`src/sus_pkg.sv`:
```
// package for the synchronous serial port: register map, fields, reset values
package sus_pkg;

  // ----------------------------------------------------------------
  // register offsets
  // ----------------------------------------------------------------
  localparam logic [2:0] SUS_TX_CTL_OFS = 3'h0;
  localparam logic [2:0] SUS_RX_CTL_OFS = 3'h1;
  localparam logic [2:0] SUS_BAUD_CTL_OFS = 3'h2;
  localparam logic [2:0] SUS_DIV_LO_OFS = 3'h3;
  localparam logic [2:0] SUS_DIV_HI_OFS = 3'h4;
  localparam logic [2:0] SUS_RX_DATA_OFS = 3'h5;
  localparam logic [2:0] SUS_TX_DATA_OFS = 3'h6;
  localparam logic [2:0] SUS_INT_CTL_OFS = 3'h7;

  // ----------------------------------------------------------------
  // field positions
  // ----------------------------------------------------------------
  localparam int SUS_WIDE_DIV_BIT = 3;
  localparam int SUS_INT_TX_FLAG_BIT = 0;
  localparam int SUS_INT_RX_FLAG_BIT = 1;

  // ----------------------------------------------------------------
  // reset values, character lengths and buffer depth
  // ----------------------------------------------------------------
  localparam logic [7:0] SUS_CTL_RST = 8'h00;
  localparam logic [15:0] SUS_DIV_RST = 16'h0000;
  localparam logic [3:0] SUS_BITS_8 = 4'h8;
  localparam logic [3:0] SUS_BITS_9 = 4'h9;
  localparam logic [1:0] SUS_FIFO_DEPTH = 2'h2;

  // ----------------------------------------------------------------
  // register layouts
  // ----------------------------------------------------------------
  typedef struct packed {
    logic clock_source_master;
    logic nine_bit_transmit_select;
    logic transmit_enable;
    logic clocked_mode;
    logic spare;
    logic high_speed_baud_select;
    logic shift_empty;
    logic transmit_ninth_bit;
  } sus_tx_ctl_type;

  typedef struct packed {
    logic port_enable;
    logic nine_bit_receive_select;
    logic single_receive_enable;
    logic continuous_receive_enable;
    logic [1:0] spare;
    logic overrun_error_flag;
    logic receive_ninth_bit;
  } sus_rx_ctl_type;

  typedef struct packed {
    logic global_interrupt_enable;
    logic peripheral_interrupt_enable;
    logic receive_interrupt_enable;
    logic transmit_interrupt_enable;
    logic [1:0] spare;
    logic receive_ready_flag;
    logic transmit_buffer_empty_flag;
  } sus_int_ctl_type;

endpackage

```
`src/sus_port.sv`:
```
// synchronous serial port: master receive, slave and master transmit
// ------------------------------------------------------------------
// Functional notes
// - clocked mode, enable, clock master: master
// - nine-bit select gives nine bits, else eight
// - single or continuous enable starts master receive
// - each character sets receive ready, maybe interrupt
// - clearing continuous or port enable clears overrun; while single is set, code clears it after clearing continuous only on a data read
// - slave needs clocked, not master, port enabled
// - slave takes shift clock from clock line
// - slave transmits when both receive enables clear
// - port works only while enabled
// - slave transmit equals master, external clock
// - first written word moves at once to shifter
// - second word waits, buffer empty flag clear
// - after shifting, second word moves, flag sets
// - wake on flag with enables, vector if global
// - transmitter works only while transmit enabled
// - ninth transmit bit sent as ninth bit
// - writing transmit data starts a transmission
// - slave clock pin undriven, data changes leading
// - two-deep receive buffer, third sets overrun
// - single receive clears itself after one character
// ------------------------------------------------------------------
`timescale 1ns/1ps
module sus_port (
  // clock and reset
  input wire logic sys_clk_i,
  input wire logic srst_i,
  // register port
  input wire logic [2:0] reg_addr_i,
  input wire logic [7:0] reg_wdata_i,
  input wire logic reg_wr_i,
  input wire logic reg_rd_i,
  output logic [7:0] reg_rdata_o,
  // shift clock line
  input wire logic shift_clk_i,
  output logic shift_clk_o,
  output logic shift_clk_oe_n_o,
  // serial data line
  input wire logic serial_data_i,
  output logic serial_data_o,
  output logic serial_data_oe_n_o,
  // core wake and interrupt
  output logic wake_o,
  output logic irq_o
);

  // ----------------------------------------------------------------
  // registers
  // ----------------------------------------------------------------
  sus_pkg::sus_tx_ctl_type tx_ctl_q;
  sus_pkg::sus_rx_ctl_type rx_ctl_q;
  sus_pkg::sus_int_ctl_type int_ctl_q;
  logic wide_div_q;
  logic [15:0] div_q;
  logic [7:0] rdata_q;

  logic wr_tx_ctl, wr_rx_ctl, wr_baud, wr_lo, wr_hi, wr_tx_data, wr_int, rd_rx_data;
  assign wr_tx_ctl = reg_wr_i && (reg_addr_i == sus_pkg::SUS_TX_CTL_OFS);
  assign wr_rx_ctl = reg_wr_i && (reg_addr_i == sus_pkg::SUS_RX_CTL_OFS);
  assign wr_baud = reg_wr_i && (reg_addr_i == sus_pkg::SUS_BAUD_CTL_OFS);
  assign wr_lo = reg_wr_i && (reg_addr_i == sus_pkg::SUS_DIV_LO_OFS);
  assign wr_hi = reg_wr_i && (reg_addr_i == sus_pkg::SUS_DIV_HI_OFS);
  assign wr_tx_data = reg_wr_i && (reg_addr_i == sus_pkg::SUS_TX_DATA_OFS);
  assign wr_int = reg_wr_i && (reg_addr_i == sus_pkg::SUS_INT_CTL_OFS);
  assign rd_rx_data = reg_rd_i && (reg_addr_i == sus_pkg::SUS_RX_DATA_OFS);

  // ----------------------------------------------------------------
  // mode decode
  // ----------------------------------------------------------------
  logic port_on, master, slave, rx_req, tx_mode, port_clr;
  assign port_on = rx_ctl_q.port_enable && tx_ctl_q.clocked_mode;
  assign master = port_on && tx_ctl_q.clock_source_master;
  assign slave = port_on && !tx_ctl_q.clock_source_master;
  assign rx_req = rx_ctl_q.single_receive_enable || rx_ctl_q.continuous_receive_enable;
  assign tx_mode = !rx_req;
  // clearing the port enable resets the shifters, buffers, baud generator and overrun flag, not the other control bits
  assign port_clr = srst_i || !rx_ctl_q.port_enable;

  // ----------------------------------------------------------------
  // pin synchronisers
  // ----------------------------------------------------------------
  logic ck_s1_q, ck_s2_q, ck_s3_q, dt_s1_q, dt_s2_q;
  always_ff @(posedge sys_clk_i) begin
    ck_s1_q <= shift_clk_i;
    ck_s2_q <= ck_s1_q;
    ck_s3_q <= ck_s2_q;
    dt_s1_q <= serial_data_i;
    dt_s2_q <= dt_s1_q;
  end

  // ----------------------------------------------------------------
  // state declarations
  // ----------------------------------------------------------------
  logic [8:0] fifo_q [0:1];
  logic fifo_head_q;
  logic [1:0] fifo_cnt_q;
  logic [8:0] rx_shreg_q;
  logic [3:0] rx_cnt_q;
  logic [7:0] tx_buf_q;
  logic tx_full_q;
  logic [8:0] tx_shreg_q;
  logic [3:0] tx_cnt_q;
  logic tx_busy_q;
  logic [15:0] baud_cnt_q;
  logic clk_q;
  logic dout_q;

  logic rx_active, rx_done, tx_load, tx_fin, run, tick, lead, trail;
  logic [3:0] rx_bits, tx_bits;
  logic [15:0] div_eff;
  assign rx_bits = rx_ctl_q.nine_bit_receive_select ? sus_pkg::SUS_BITS_9
                                                    : sus_pkg::SUS_BITS_8;
  assign tx_bits = tx_ctl_q.nine_bit_transmit_select ? sus_pkg::SUS_BITS_9
                                                     : sus_pkg::SUS_BITS_8;
  // a slave ignores single receive; a master honours both enables
  assign rx_active = !rx_ctl_q.overrun_error_flag &&
    ((master && rx_req) || (slave && rx_ctl_q.continuous_receive_enable));
  assign div_eff = wide_div_q ? div_q : {8'h00, div_q[7:0]};

  // ----------------------------------------------------------------
  // baud generator and master shift clock
  // ----------------------------------------------------------------
  assign run = master && (rx_active || (tx_mode && tx_busy_q));
  assign tick = run && (baud_cnt_q == 16'h0000);

  always_ff @(posedge sys_clk_i) begin
    if (port_clr || !run) begin
      baud_cnt_q <= div_eff;
    end else if (tick) begin
      baud_cnt_q <= div_eff;
    end else begin
      baud_cnt_q <= baud_cnt_q - 16'h0001;
    end
  end

  // idle low; a stop mid character drops the clock at once
  always_ff @(posedge sys_clk_i) begin
    if (port_clr || !run) begin
      clk_q <= 1'b0;
    end else if (tick) begin
      clk_q <= !clk_q;
    end
  end

  // leading edge rises, trailing edge falls
  assign lead = master ? (tick && !clk_q) : (slave && ck_s2_q && !ck_s3_q);
  assign trail = master ? (tick && clk_q) : (slave && !ck_s2_q && ck_s3_q);

  // ----------------------------------------------------------------
  // receive shifter
  // ----------------------------------------------------------------
  assign rx_done = rx_active && trail && (rx_cnt_q == rx_bits - 4'h1);

  always_ff @(posedge sys_clk_i) begin
    if (port_clr || !rx_active) begin
      rx_cnt_q <= 4'h0; // partial character discarded
      rx_shreg_q <= 9'h000;
    end else if (trail) begin
      rx_shreg_q[rx_cnt_q] <= dt_s2_q;
      rx_cnt_q <= rx_done ? 4'h0 : rx_cnt_q + 4'h1;
    end
  end

  // ----------------------------------------------------------------
  // receive buffer, two characters deep
  // ----------------------------------------------------------------
  logic [8:0] rx_char;
  logic push, pop;
  always_comb begin
    rx_char = rx_shreg_q;
    rx_char[rx_cnt_q] = dt_s2_q;
    if (!rx_ctl_q.nine_bit_receive_select) begin
      rx_char[8] = 1'b0;
    end
  end
  assign push = rx_done && ((fifo_cnt_q != sus_pkg::SUS_FIFO_DEPTH) || pop);
  assign pop = rd_rx_data && (fifo_cnt_q != 2'h0);

  always_ff @(posedge sys_clk_i) begin
    if (push) begin
      fifo_q[fifo_head_q ^ fifo_cnt_q[0]] <= rx_char;
    end
  end

  always_ff @(posedge sys_clk_i) begin
    if (port_clr) begin
      fifo_head_q <= 1'b0;
      fifo_cnt_q <= 2'h0;
    end else begin
      if (pop) begin
        fifo_head_q <= !fifo_head_q;
      end
      fifo_cnt_q <= fifo_cnt_q + {1'b0, push} - {1'b0, pop};
    end
  end

  // ----------------------------------------------------------------
  // transmit buffer and shifter
  // ----------------------------------------------------------------
  logic tx_on;
  assign tx_on = port_on && tx_mode && tx_ctl_q.transmit_enable;
  assign tx_load = tx_on && tx_full_q && !tx_busy_q;
  assign tx_fin = tx_busy_q && trail && (tx_cnt_q == tx_bits);

  always_ff @(posedge sys_clk_i) begin
    if (port_clr || !tx_ctl_q.transmit_enable) begin
      tx_full_q <= 1'b0;
      tx_buf_q <= 8'h00;
    end else if (wr_tx_data) begin
      tx_full_q <= 1'b1;
      tx_buf_q <= reg_wdata_i;
    end else if (tx_load) begin
      tx_full_q <= 1'b0;
    end
  end

  always_ff @(posedge sys_clk_i) begin
    if (port_clr || !tx_on) begin
      tx_busy_q <= 1'b0;
      tx_cnt_q <= 4'h0;
      tx_shreg_q <= 9'h000;
    end else if (tx_load) begin
      tx_busy_q <= 1'b1;
      tx_cnt_q <= 4'h0;
      tx_shreg_q <= {tx_ctl_q.transmit_ninth_bit, tx_buf_q};
    end else if (tx_fin) begin
      tx_busy_q <= 1'b0;
    end else if (lead && tx_busy_q && (tx_cnt_q != tx_bits)) begin
      tx_shreg_q <= {1'b0, tx_shreg_q[8:1]};
      tx_cnt_q <= tx_cnt_q + 4'h1;
    end
  end

  // data changes on the leading edge, valid at the trailing edge
  always_ff @(posedge sys_clk_i) begin
    if (port_clr || !tx_on) begin
      dout_q <= 1'b0;
    end else if (lead && tx_busy_q && (tx_cnt_q != tx_bits)) begin
      dout_q <= tx_shreg_q[0];
    end
  end

  // ----------------------------------------------------------------
  // pin drivers
  // ----------------------------------------------------------------
  always_ff @(posedge sys_clk_i) begin
    if (srst_i) begin
      shift_clk_o <= 1'b0;
      shift_clk_oe_n_o <= 1'b1;
      serial_data_o <= 1'b0;
      serial_data_oe_n_o <= 1'b1;
    end else begin
      shift_clk_o <= clk_q;
      shift_clk_oe_n_o <= !master;
      serial_data_o <= dout_q;
      serial_data_oe_n_o <= !tx_on;
    end
  end

  // ----------------------------------------------------------------
  // control registers
  // ----------------------------------------------------------------
  always_ff @(posedge sys_clk_i) begin
    if (srst_i) begin
      tx_ctl_q <= sus_pkg::SUS_CTL_RST;
    end else if (wr_tx_ctl) begin
      tx_ctl_q <= reg_wdata_i;
    end
  end

  always_ff @(posedge sys_clk_i) begin
    if (srst_i) begin
      rx_ctl_q <= sus_pkg::SUS_CTL_RST;
    end else begin
      if (wr_rx_ctl) begin
        rx_ctl_q.port_enable <= reg_wdata_i[7];
        rx_ctl_q.nine_bit_receive_select <= reg_wdata_i[6];
        rx_ctl_q.continuous_receive_enable <= reg_wdata_i[4];
      end
      // single receive stops itself after one character
      if (rx_done && master) begin
        rx_ctl_q.single_receive_enable <= 1'b0;
      end else if (wr_rx_ctl) begin
        rx_ctl_q.single_receive_enable <= reg_wdata_i[5];
      end
      // set wins over every clear except srst_i
      if (rx_done && (fifo_cnt_q == sus_pkg::SUS_FIFO_DEPTH) && !pop) begin
        rx_ctl_q.overrun_error_flag <= 1'b1;
      end else if (port_clr || !rx_ctl_q.continuous_receive_enable &&
                   (!rx_ctl_q.single_receive_enable || rd_rx_data)) begin
        rx_ctl_q.overrun_error_flag <= 1'b0;
      end
      rx_ctl_q.spare <= 2'b00;
      rx_ctl_q.receive_ninth_bit <= 1'b0;
    end
  end

  always_ff @(posedge sys_clk_i) begin
    if (srst_i) begin
      wide_div_q <= 1'b0;
      div_q <= sus_pkg::SUS_DIV_RST;
    end else begin
      if (wr_baud) begin
        wide_div_q <= reg_wdata_i[sus_pkg::SUS_WIDE_DIV_BIT];
      end
      if (wr_lo) begin
        div_q[7:0] <= reg_wdata_i;
      end
      if (wr_hi) begin
        div_q[15:8] <= reg_wdata_i;
      end
    end
  end

  always_ff @(posedge sys_clk_i) begin
    if (srst_i) begin
      int_ctl_q <= sus_pkg::SUS_CTL_RST;
    end else if (wr_int) begin
      int_ctl_q <= {reg_wdata_i[7:4], 4'h0};
    end
  end

  // ----------------------------------------------------------------
  // wake and interrupt
  // ----------------------------------------------------------------
  logic tx_empty, rx_ready, wake_d;
  assign tx_empty = !tx_full_q;
  assign rx_ready = fifo_cnt_q != 2'h0;
  assign wake_d = int_ctl_q.peripheral_interrupt_enable &&
    ((int_ctl_q.transmit_interrupt_enable && tx_empty) ||
     (int_ctl_q.receive_interrupt_enable && rx_ready));

  always_ff @(posedge sys_clk_i) begin
    if (srst_i) begin
      wake_o <= 1'b0;
      irq_o <= 1'b0;
    end else begin
      wake_o <= wake_d;
      irq_o <= wake_d && int_ctl_q.global_interrupt_enable;
    end
  end

  // ----------------------------------------------------------------
  // read path
  // ----------------------------------------------------------------
  logic [8:0] head_char;
  logic [7:0] rd_mux;
  assign head_char = rx_ready ? fifo_q[fifo_head_q] : 9'h000;

  always_comb begin
    rd_mux = 8'h00;
    case (reg_addr_i)
      sus_pkg::SUS_TX_CTL_OFS: begin
        rd_mux = {tx_ctl_q[7:2], !tx_busy_q, tx_ctl_q[0]};
      end
      sus_pkg::SUS_RX_CTL_OFS: begin
        rd_mux = {rx_ctl_q[7:1], head_char[8]};
      end
      sus_pkg::SUS_BAUD_CTL_OFS: begin
        rd_mux[sus_pkg::SUS_WIDE_DIV_BIT] = wide_div_q;
      end
      sus_pkg::SUS_DIV_LO_OFS: begin
        rd_mux = div_q[7:0];
      end
      sus_pkg::SUS_DIV_HI_OFS: begin
        rd_mux = div_q[15:8];
      end
      sus_pkg::SUS_RX_DATA_OFS: begin
        rd_mux = head_char[7:0];
      end
      sus_pkg::SUS_INT_CTL_OFS: begin
        rd_mux = int_ctl_q;
        rd_mux[sus_pkg::SUS_INT_RX_FLAG_BIT] = rx_ready;
        rd_mux[sus_pkg::SUS_INT_TX_FLAG_BIT] = tx_empty;
      end
      default: begin
        rd_mux = 8'h00;
      end
    endcase
  end

  always_ff @(posedge sys_clk_i) begin
    if (srst_i) begin
      rdata_q <= 8'h00;
    end else if (reg_rd_i) begin
      rdata_q <= rd_mux;
    end else begin
      rdata_q <= 8'h00;
    end
  end

  assign reg_rdata_o = rdata_q;

endmodule

```
`config.mk`:
```
export PLATFORM = sky130hd
export DESIGN_NAME = sus_port
export DESIGN_NICKNAME = d
export VERILOG_FILES = /design/src/sus_pkg.sv /design/src/sus_port.sv
export SDC_FILE = /design/constraint.sdc
export NUM_CORES = 1
export LEC_CHECK = 0
export BUFFER_PORTS_ARGS = -buffer_cell sky130_fd_sc_hd__buf_4
export CAP_MARGIN = 15
export CORE_UTILIZATION = 65
export DETAILED_ROUTE_END_ITERATION = 12
export PLACE_DENSITY = 0.92
export SLEW_MARGIN = 0
export SYNTH_ARGS = -nofsm -noshare
export SYNTH_HDL_FRONTEND = slang
export SYNTH_SLANG_ARGS = --single-unit
```
`constraint.sdc`:
```
create_clock -name sys_clk_i -period 3.9 [get_ports sys_clk_i]
set_input_delay 0.585 -clock sys_clk_i [delete_from_list [all_inputs] [get_ports sys_clk_i]]
set_output_delay 0.585 -clock sys_clk_i [all_outputs]
set_load 0.05 [all_outputs]
```
## Yosys cells after proc, flatten, opt, wreduce, memory -nomap -nowiden

Memory sizes are Yosys's and may differ from the RTL's. A register that Yosys moved wholly into a read port is not among the register bits.
Index checks and enable logic that the tools add are counted.

- $add $sub $neg: 6
- $lt $le $gt $ge: 2
- Eq/ne operators: 13
- Mux-type cells: 29
- Bitwise logic cells: 3
- Reduce and logical (&&, ||, !) cells: 86

Operators with widths:

| cell | number |
|---|---|
| $mux W16 | 3 |
| $logic_and A1 B1 Y1 | 44 |
| $mux W9 | 4 |
| $pmux W4 S6 | 1 |
| $logic_not A1 Y1 | 18 |
| $pmux W3 S6 | 1 |
| $logic_not A16 Y1 | 1 |
| $mux W1 | 16 |
| $sub A16 B1 Y16 const B | 1 |
| $eq A3 B3 Y1 const B | 4 |
| $logic_or A1 B1 Y1 | 12 |
| $reduce_bool A2 Y1 | 5 |
| $bwmux W9 | 1 |
| $add A4 B1 Y4 const B | 2 |
| $eq A4 B4 Y1 | 2 |
| $eq A3 B2 Y1 const B | 2 |
| $pmux W1 S6 | 1 |
| $reduce_or A2 Y1 | 3 |
| $lt A4 B5 Y1 const B | 1 |
| $demux W1 S4 | 1 |
| $ge A4 B1 Y1 const B | 1 |
| $mux W4 | 1 |
| $ne A2 B2 Y1 const B | 2 |
| $ne A4 B4 Y1 | 1 |
| 9 further kinds | 11 |

- Flip-flop bits (word level): 111
- Memory bits (writable): 18
- Input bits: 17
- Output and inout bits: 14
- Word-level logic and storage cells: 184
- Memories kept: 1

Memories:

| name | words | width | read ports | clocked after memory_dff | write ports | line | RTL |
|---|---|---|---|---|---|---|---|
| fifo_q | 2 | 9 | 1 | 1 | 1 | sus_port.sv:96 | `logic [8:0] fifo_q [0:1];` |

## Logic depth before layout (Yosys ltp)

- Depth after elaboration: 15
- Mapped depth: 12
- Depth with buffers taken out: 12

## Worst setup path after synthesis

No wires, ideal clock.

- Path kind: input port to flip-flop
- From: in reg_addr_i[2]
- To: reg fifo_cnt_q[1]
- Setup time: 0.116 ns
- Arrival time: 2.396 ns
- Required time: 3.784 ns
- Slack: 1.387 ns
- Stages: 11
- Buffers on the path: 2
- Cell sequence: clkbuf_1 -> clkbuf_1 -> nand4b_1 -> nand3b_1 -> nand3_1 -> ha_1 -> inv_1 -> ha_1 -> xor2_1 -> xnor2_1 -> nor2_1

- Longest elaborated chain between the ends: 7

Ends and longest elaborated chain:

| item | line | RTL |
|---|---|---|
| from (decl) | sus_port.sv:31 | `input wire logic [2:0] reg_addr_i,` |
| $eq A3 B3 Y1 (*) | sus_port.sv:67 | `assign rd_rx_data = reg_rd_i && (reg_addr_i == sus_pkg::SUS_RX_DATA_OFS);` |
| $logic_and A1 B1 Y1 (*) | sus_port.sv:67 |  |
| $logic_and A1 B1 Y1 (*) | sus_port.sv:179 | `assign pop = rd_rx_data && (fifo_cnt_q != 2'h0);` |
| $logic_or A1 B1 Y1 | sus_port.sv:178 | `assign push = rx_done && ((fifo_cnt_q != sus_pkg::SUS_FIFO_DEPTH) \|\| pop);` |
| $logic_and A1 B1 Y1 | sus_port.sv:178 |  |
| $add A2 B1 Y2 | sus_port.sv:195 | `fifo_cnt_q <= fifo_cnt_q + {1'b0, push} - {1'b0, pop};` |
| $sub A2 B1 Y2 (*) | sus_port.sv:195 |  |
| to (signal assigned) | sus_port.sv:195 |  |
| to (decl) | sus_port.sv:98 | `logic [1:0] fifo_cnt_q;` |

Mark *: on every way between the ends. The rest lies on a longest branch, timed or not.
A chain may end at the register's enable or synchronous reset.

## Worst setup path after layout

- From: reg baud_cnt_q[0]
- To: mem fifo_q[0][1] (enable)

- Longest elaborated chain between the ends: 9

Ends and longest elaborated chain:

| item | line | RTL |
|---|---|---|
| from (decl) | sus_port.sv:106 | `logic [15:0] baud_cnt_q;` |
| from (signal assigned) | sus_port.sv:130 | `baud_cnt_q <= div_eff;` |
| from (signal assigned) | sus_port.sv:132 | `baud_cnt_q <= div_eff;` |
| from (signal assigned) | sus_port.sv:134 | `baud_cnt_q <= baud_cnt_q - 16'h0001;` |
| $logic_not A16 Y1 | sus_port.sv:126 | `assign tick = run && (baud_cnt_q == 16'h0000);` |
| $logic_and A1 B1 Y1 | sus_port.sv:126 |  |
| $logic_and A1 B1 Y1 | sus_port.sv:149 | `assign trail = master ? (tick && clk_q) : (slave && !ck_s2_q && ck_s3_q);` |
| $mux W1 | sus_port.sv:149 |  |
| $logic_and A1 B1 Y1 (2 in series) | sus_port.sv:154 | `assign rx_done = rx_active && trail && (rx_cnt_q == rx_bits - 4'h1);` |
| $logic_and A1 B1 Y1 | sus_port.sv:178 |  |
| $mux W1 | sus_port.sv:182 | `if (push) begin` |
| $mux W1 (implied by the code) | sus_port.sv:183 | `fifo_q[fifo_head_q ^ fifo_cnt_q[0]] <= rx_char;` |
| to (decl) | sus_port.sv:96 |  |

No other way between the ends.

==> flow_metrics.env <==
export IMPL_reg2reg_slack_ns=1.01
export IMPL_p_int_mw=2.442
export IMPL_grt_max_degree=41
export IMPL_pin_count=31
export IMPL_antenna_found_initial=0
export IMPL_synth_distinct_cells=58
export IMPL_worstHoldPathType="input port to flop"
export IMPL_dp_cells=723
export IMPL_p_sw_share_pct=21.83
export IMPL_post_cts_buffers=0
export IMPL_p_leak_nw=2.484
export IMPL_grt_util_met3_pct=8.937
export IMPL_ys_top_cells_by_area="dfxtp_1 (39%), edfxtp_1 (9.6%), nand2_1 (6.7%), mux2_2 (4.8%), a21oi_1 (4.6%)"
export IMPL_dieArea_um2=9013
export IMPL_cts_made_buffers=17
export IMPL_top_usage_layer="met2"
export IMPL_grt_pass1_vias=4752
export IMPL_dr_pass1_iters=6
export IMPL_hold_depth=1
export IMPL_pwr_share_clk_pct=52.2
export IMPL_cts_hold_buf=0
export IMPL_core_rowCount=33
export IMPL_clk_latency_ns=0.52
export IMPL_die_x_um=94.94
export IMPL_ant_nets=0
export IMPL_peakVddDrop_v=0.0003237
export IMPL_max_freq_mhz=346.0
export IMPL_hold_start="serial_data_i"
export IMPL_r2r_cells=7
export IMPL_r2r_start="baud_cnt_q[0]"
export IMPL_dpl_instance_area_um2=5874
export IMPL_combPwrFrac_pct=4.3
export IMPL_fin_ws_ns=1.010
export IMPL_start_util_pct=67.65
export IMPL_skew_ns=0.007581
export IMPL_netlist_area_leader_share_pct=39.22
export IMPL_clockRootBuffer="clkbuf_8"
export IMPL_finalCritPeriodShare_pct=74.10
export IMPL_clk_pin_slew_worst_paths_ns=0.06
export IMPL_diodes=0
export IMPL_net_switching_power_mw=0.6817
export IMPL_wl_per_cell_um=19.33
export IMPL_cts_tree="yes"
export IMPL_instances_no_fill=755
export IMPL_synth_area_um2=5614
export IMPL_seq_area_frac_synth_pct=48.85
export IMPL_rsz0062_at_grt="false"
export IMPL_gp_congestion=0.9410
export IMPL_fp_dieH_um=94.94
export IMPL_hold_path_end="dt_s1_q"
export IMPL_crit_start="baud_cnt_q[0]"
export IMPL_grt_pass1_wl_um=22940
export IMPL_dp_hpwl_um=9612
export IMPL_worst_pin_slew_ns=1.250
export IMPL_cp_start_kind="flop"
export IMPL_crit_required_ns=4.04
export IMPL_cts_resized=0
export IMPL_cp_data_arrival_time_ns=3.03
export IMPL_wl_um=14590
export IMPL_pre_cts_slack_ns=1.062
export IMPL_viasPerCell=6.472
export IMPL_min_period_ns=2.890
export IMPL_yosys_warnings=0
export IMPL_drt_iter0_drc=463
export IMPL_synth_largest_area_cell="dfxtp_1"
export IMPL_synth_cells=614
export IMPL_r2r_end="fifo_q[0][1]"
export IMPL_worstSetupPathType="flop to flop"
export IMPL_cp_max_fo=16
export IMPL_cts_sinks=128
export IMPL_use_met2_pct=60.13
export IMPL_avgSynthCellArea_um2=9.144
export IMPL_final_cell_area_um2=6485
export IMPL_area_growth_pct=15.51
export IMPL_maxCapViolCount=0
export IMPL_setup_viol=0
export IMPL_met1_usage_pct=38.92
export IMPL_hold_viol_final=0
export IMPL_ys_flop_type="dfxtp_1"
export IMPL_yosys_register_bits=128
export IMPL_synthArstFlopShare_pct=0
export IMPL_cts_path_max_buffers=2
export IMPL_overflow=0
export IMPL_synth_edf_count=18
export IMPL_htreeDepth=4
export IMPL_syn_num_nets=640
export IMPL_design_final_nets=663
export IMPL_route_detailed_drc=0
export IMPL_slew_headroom_pct=16.26
export IMPL_endpoint_kind="flop"
export IMPL_drive_above_1_share_pct=14.77
export IMPL_coreArea_um2=8299
export IMPL_maxSlewViolCount=0
export IMPL_status="finished clean"
export IMPL_via_count=4886
export IMPL_portBuffers=30
export IMPL_pwr_share_seq_pct=43.6
export IMPL_grt_use_total_pct=34.06
export IMPL_power_density_nw_per_um2=481.6
export IMPL_setup_tns_ns=0
==> cell type report <==
cell class	instances	area (µm²)
Tap cell	105	131.4
Fill cell	523	1814
Inverter	10	37.54
Clock inverter	14	188.9
Clock buffer	18	421.7
Sequential cell	128	2743
Multi-Input combinational cell	449	2730
Timing Repair Buffer	31	232.7
==> Yosys cell counts (all sizes together) (10+ instances only) <==
| cell type | instances |
|---|---|
| edfxtp | 18 |
| mux2 | 24 |
| inv | 10 |
| nor2 | 68 |
| clkbuf | 24 |
| xnor2 | 11 |
| dfxtp | 110 |
| o21ai | 30 |
| nand3 | 20 |
| a21oi | 52 |
| mux2i | 13 |
| nor3 | 17 |
| nand2 | 100 |
==> registers in the layout, indices dropped and copies added, names as in the netlist, 2 cells and up, named ones only <==
signal	count
fifo_q	18
rx_ctl_q	5
int_ctl_q	4
rx_cnt_q	4
fifo_cnt_q	2
div_q	16
tx_cnt_q	4
tx_shreg_q	9
reg_rdata_o	8
rx_shreg_q	9
tx_buf_q	8
tx_ctl_q	7
baud_cnt_q	16
==> stage by stage <==
stage               util (%)  power, mW  hold WS [ns]
floorplan                  -      1.470        0.3096
global placement       70.78      1.511        0.3119
detailed placement     70.78      1.515        0.3164
CTS                    78.14      3.124        0.1540
global route           78.14      3.188        0.1535
finish                 78.14      3.123        0.1678
==> power groups by stage <==
stage	clock, mW	combinational [mW]	sequential, mW
floorplan	0	0.0866	1.38
global placement	0	0.125	1.39
detailed placement	0	0.128	1.39
CTS	1.63	0.130	1.36
global route	1.69	0.142	1.36
finish	1.63	0.134	1.36
==> cell families after synthesis <==
logic type | share of synthesized area [%]
adder cells (fa/ha/maj) | 2.006
buffers and inverters | 2.518
XOR/XNOR | 3.120
AND/OR/NAND/NOR | 22.49
flip-flops | 48.85
AO/OA/AOI/OAI | 13.89
multiplexers | 7.132
==> routing by layer <==
layer | routed length [µm] | share of wire [%] | up-vias
met1 | 5542 | 38 | 2319
met5 | 0 | 0 | -
met4 | 429 | 2.9 | 0
li1 | - | - | 2218
met3 | 1324 | 9.1 | 49
met2 | 7294 | 50 | 300
==> critical path: stages (launching register included) <==
cell	delay [ns]
dfxtp_1	0.33
inv_1	0.09
ha_1	0.14
nor3b_1	0.32
and4_1	0.36
a31o_2	0.41
nand3_1	0.20
nor2b_1	0.66
==> worst max path at each step <==
stage                    end  slack, ns  cells past startpoint
2_1_floorplan  fifo_cnt_q[1]       1.39                     11
3_3_place_gp    fifo_q[0][4]       1.23                      5
3_5_place_dp    fifo_q[1][5]       1.06                      7
4_1_cts         fifo_q[0][1]       1.02                      7
5_1_grt        fifo_cnt_q[1]       0.83                     12
6_report        fifo_q[0][1]       1.01                      7
==> cells in the final DEF, fill, tap and decap left out, types with 7 or more instances in the layout <==
| cell type | count |
|---|---|
| a21oi_1 | 52 |
| buf_4 | 31 |
| clkbuf_16 | 16 |
| dfxtp_1 | 110 |
| edfxtp_1 | 18 |
| ha_1 | 9 |
| inv_1 | 10 |
| mux2_2 | 24 |
| mux2i_1 | 13 |
| nand2_1 | 100 |
| nand2b_1 | 7 |
| nand3_1 | 20 |
| nor2_1 | 68 |
| nor2b_1 | 8 |
| nor3_1 | 17 |
| o21ai_0 | 30 |
| o221a_1 | 8 |
| xnor2_1 | 11 |
| xor2_1 | 9 |
Note: power is estimated with default switching activity, not from simulation.
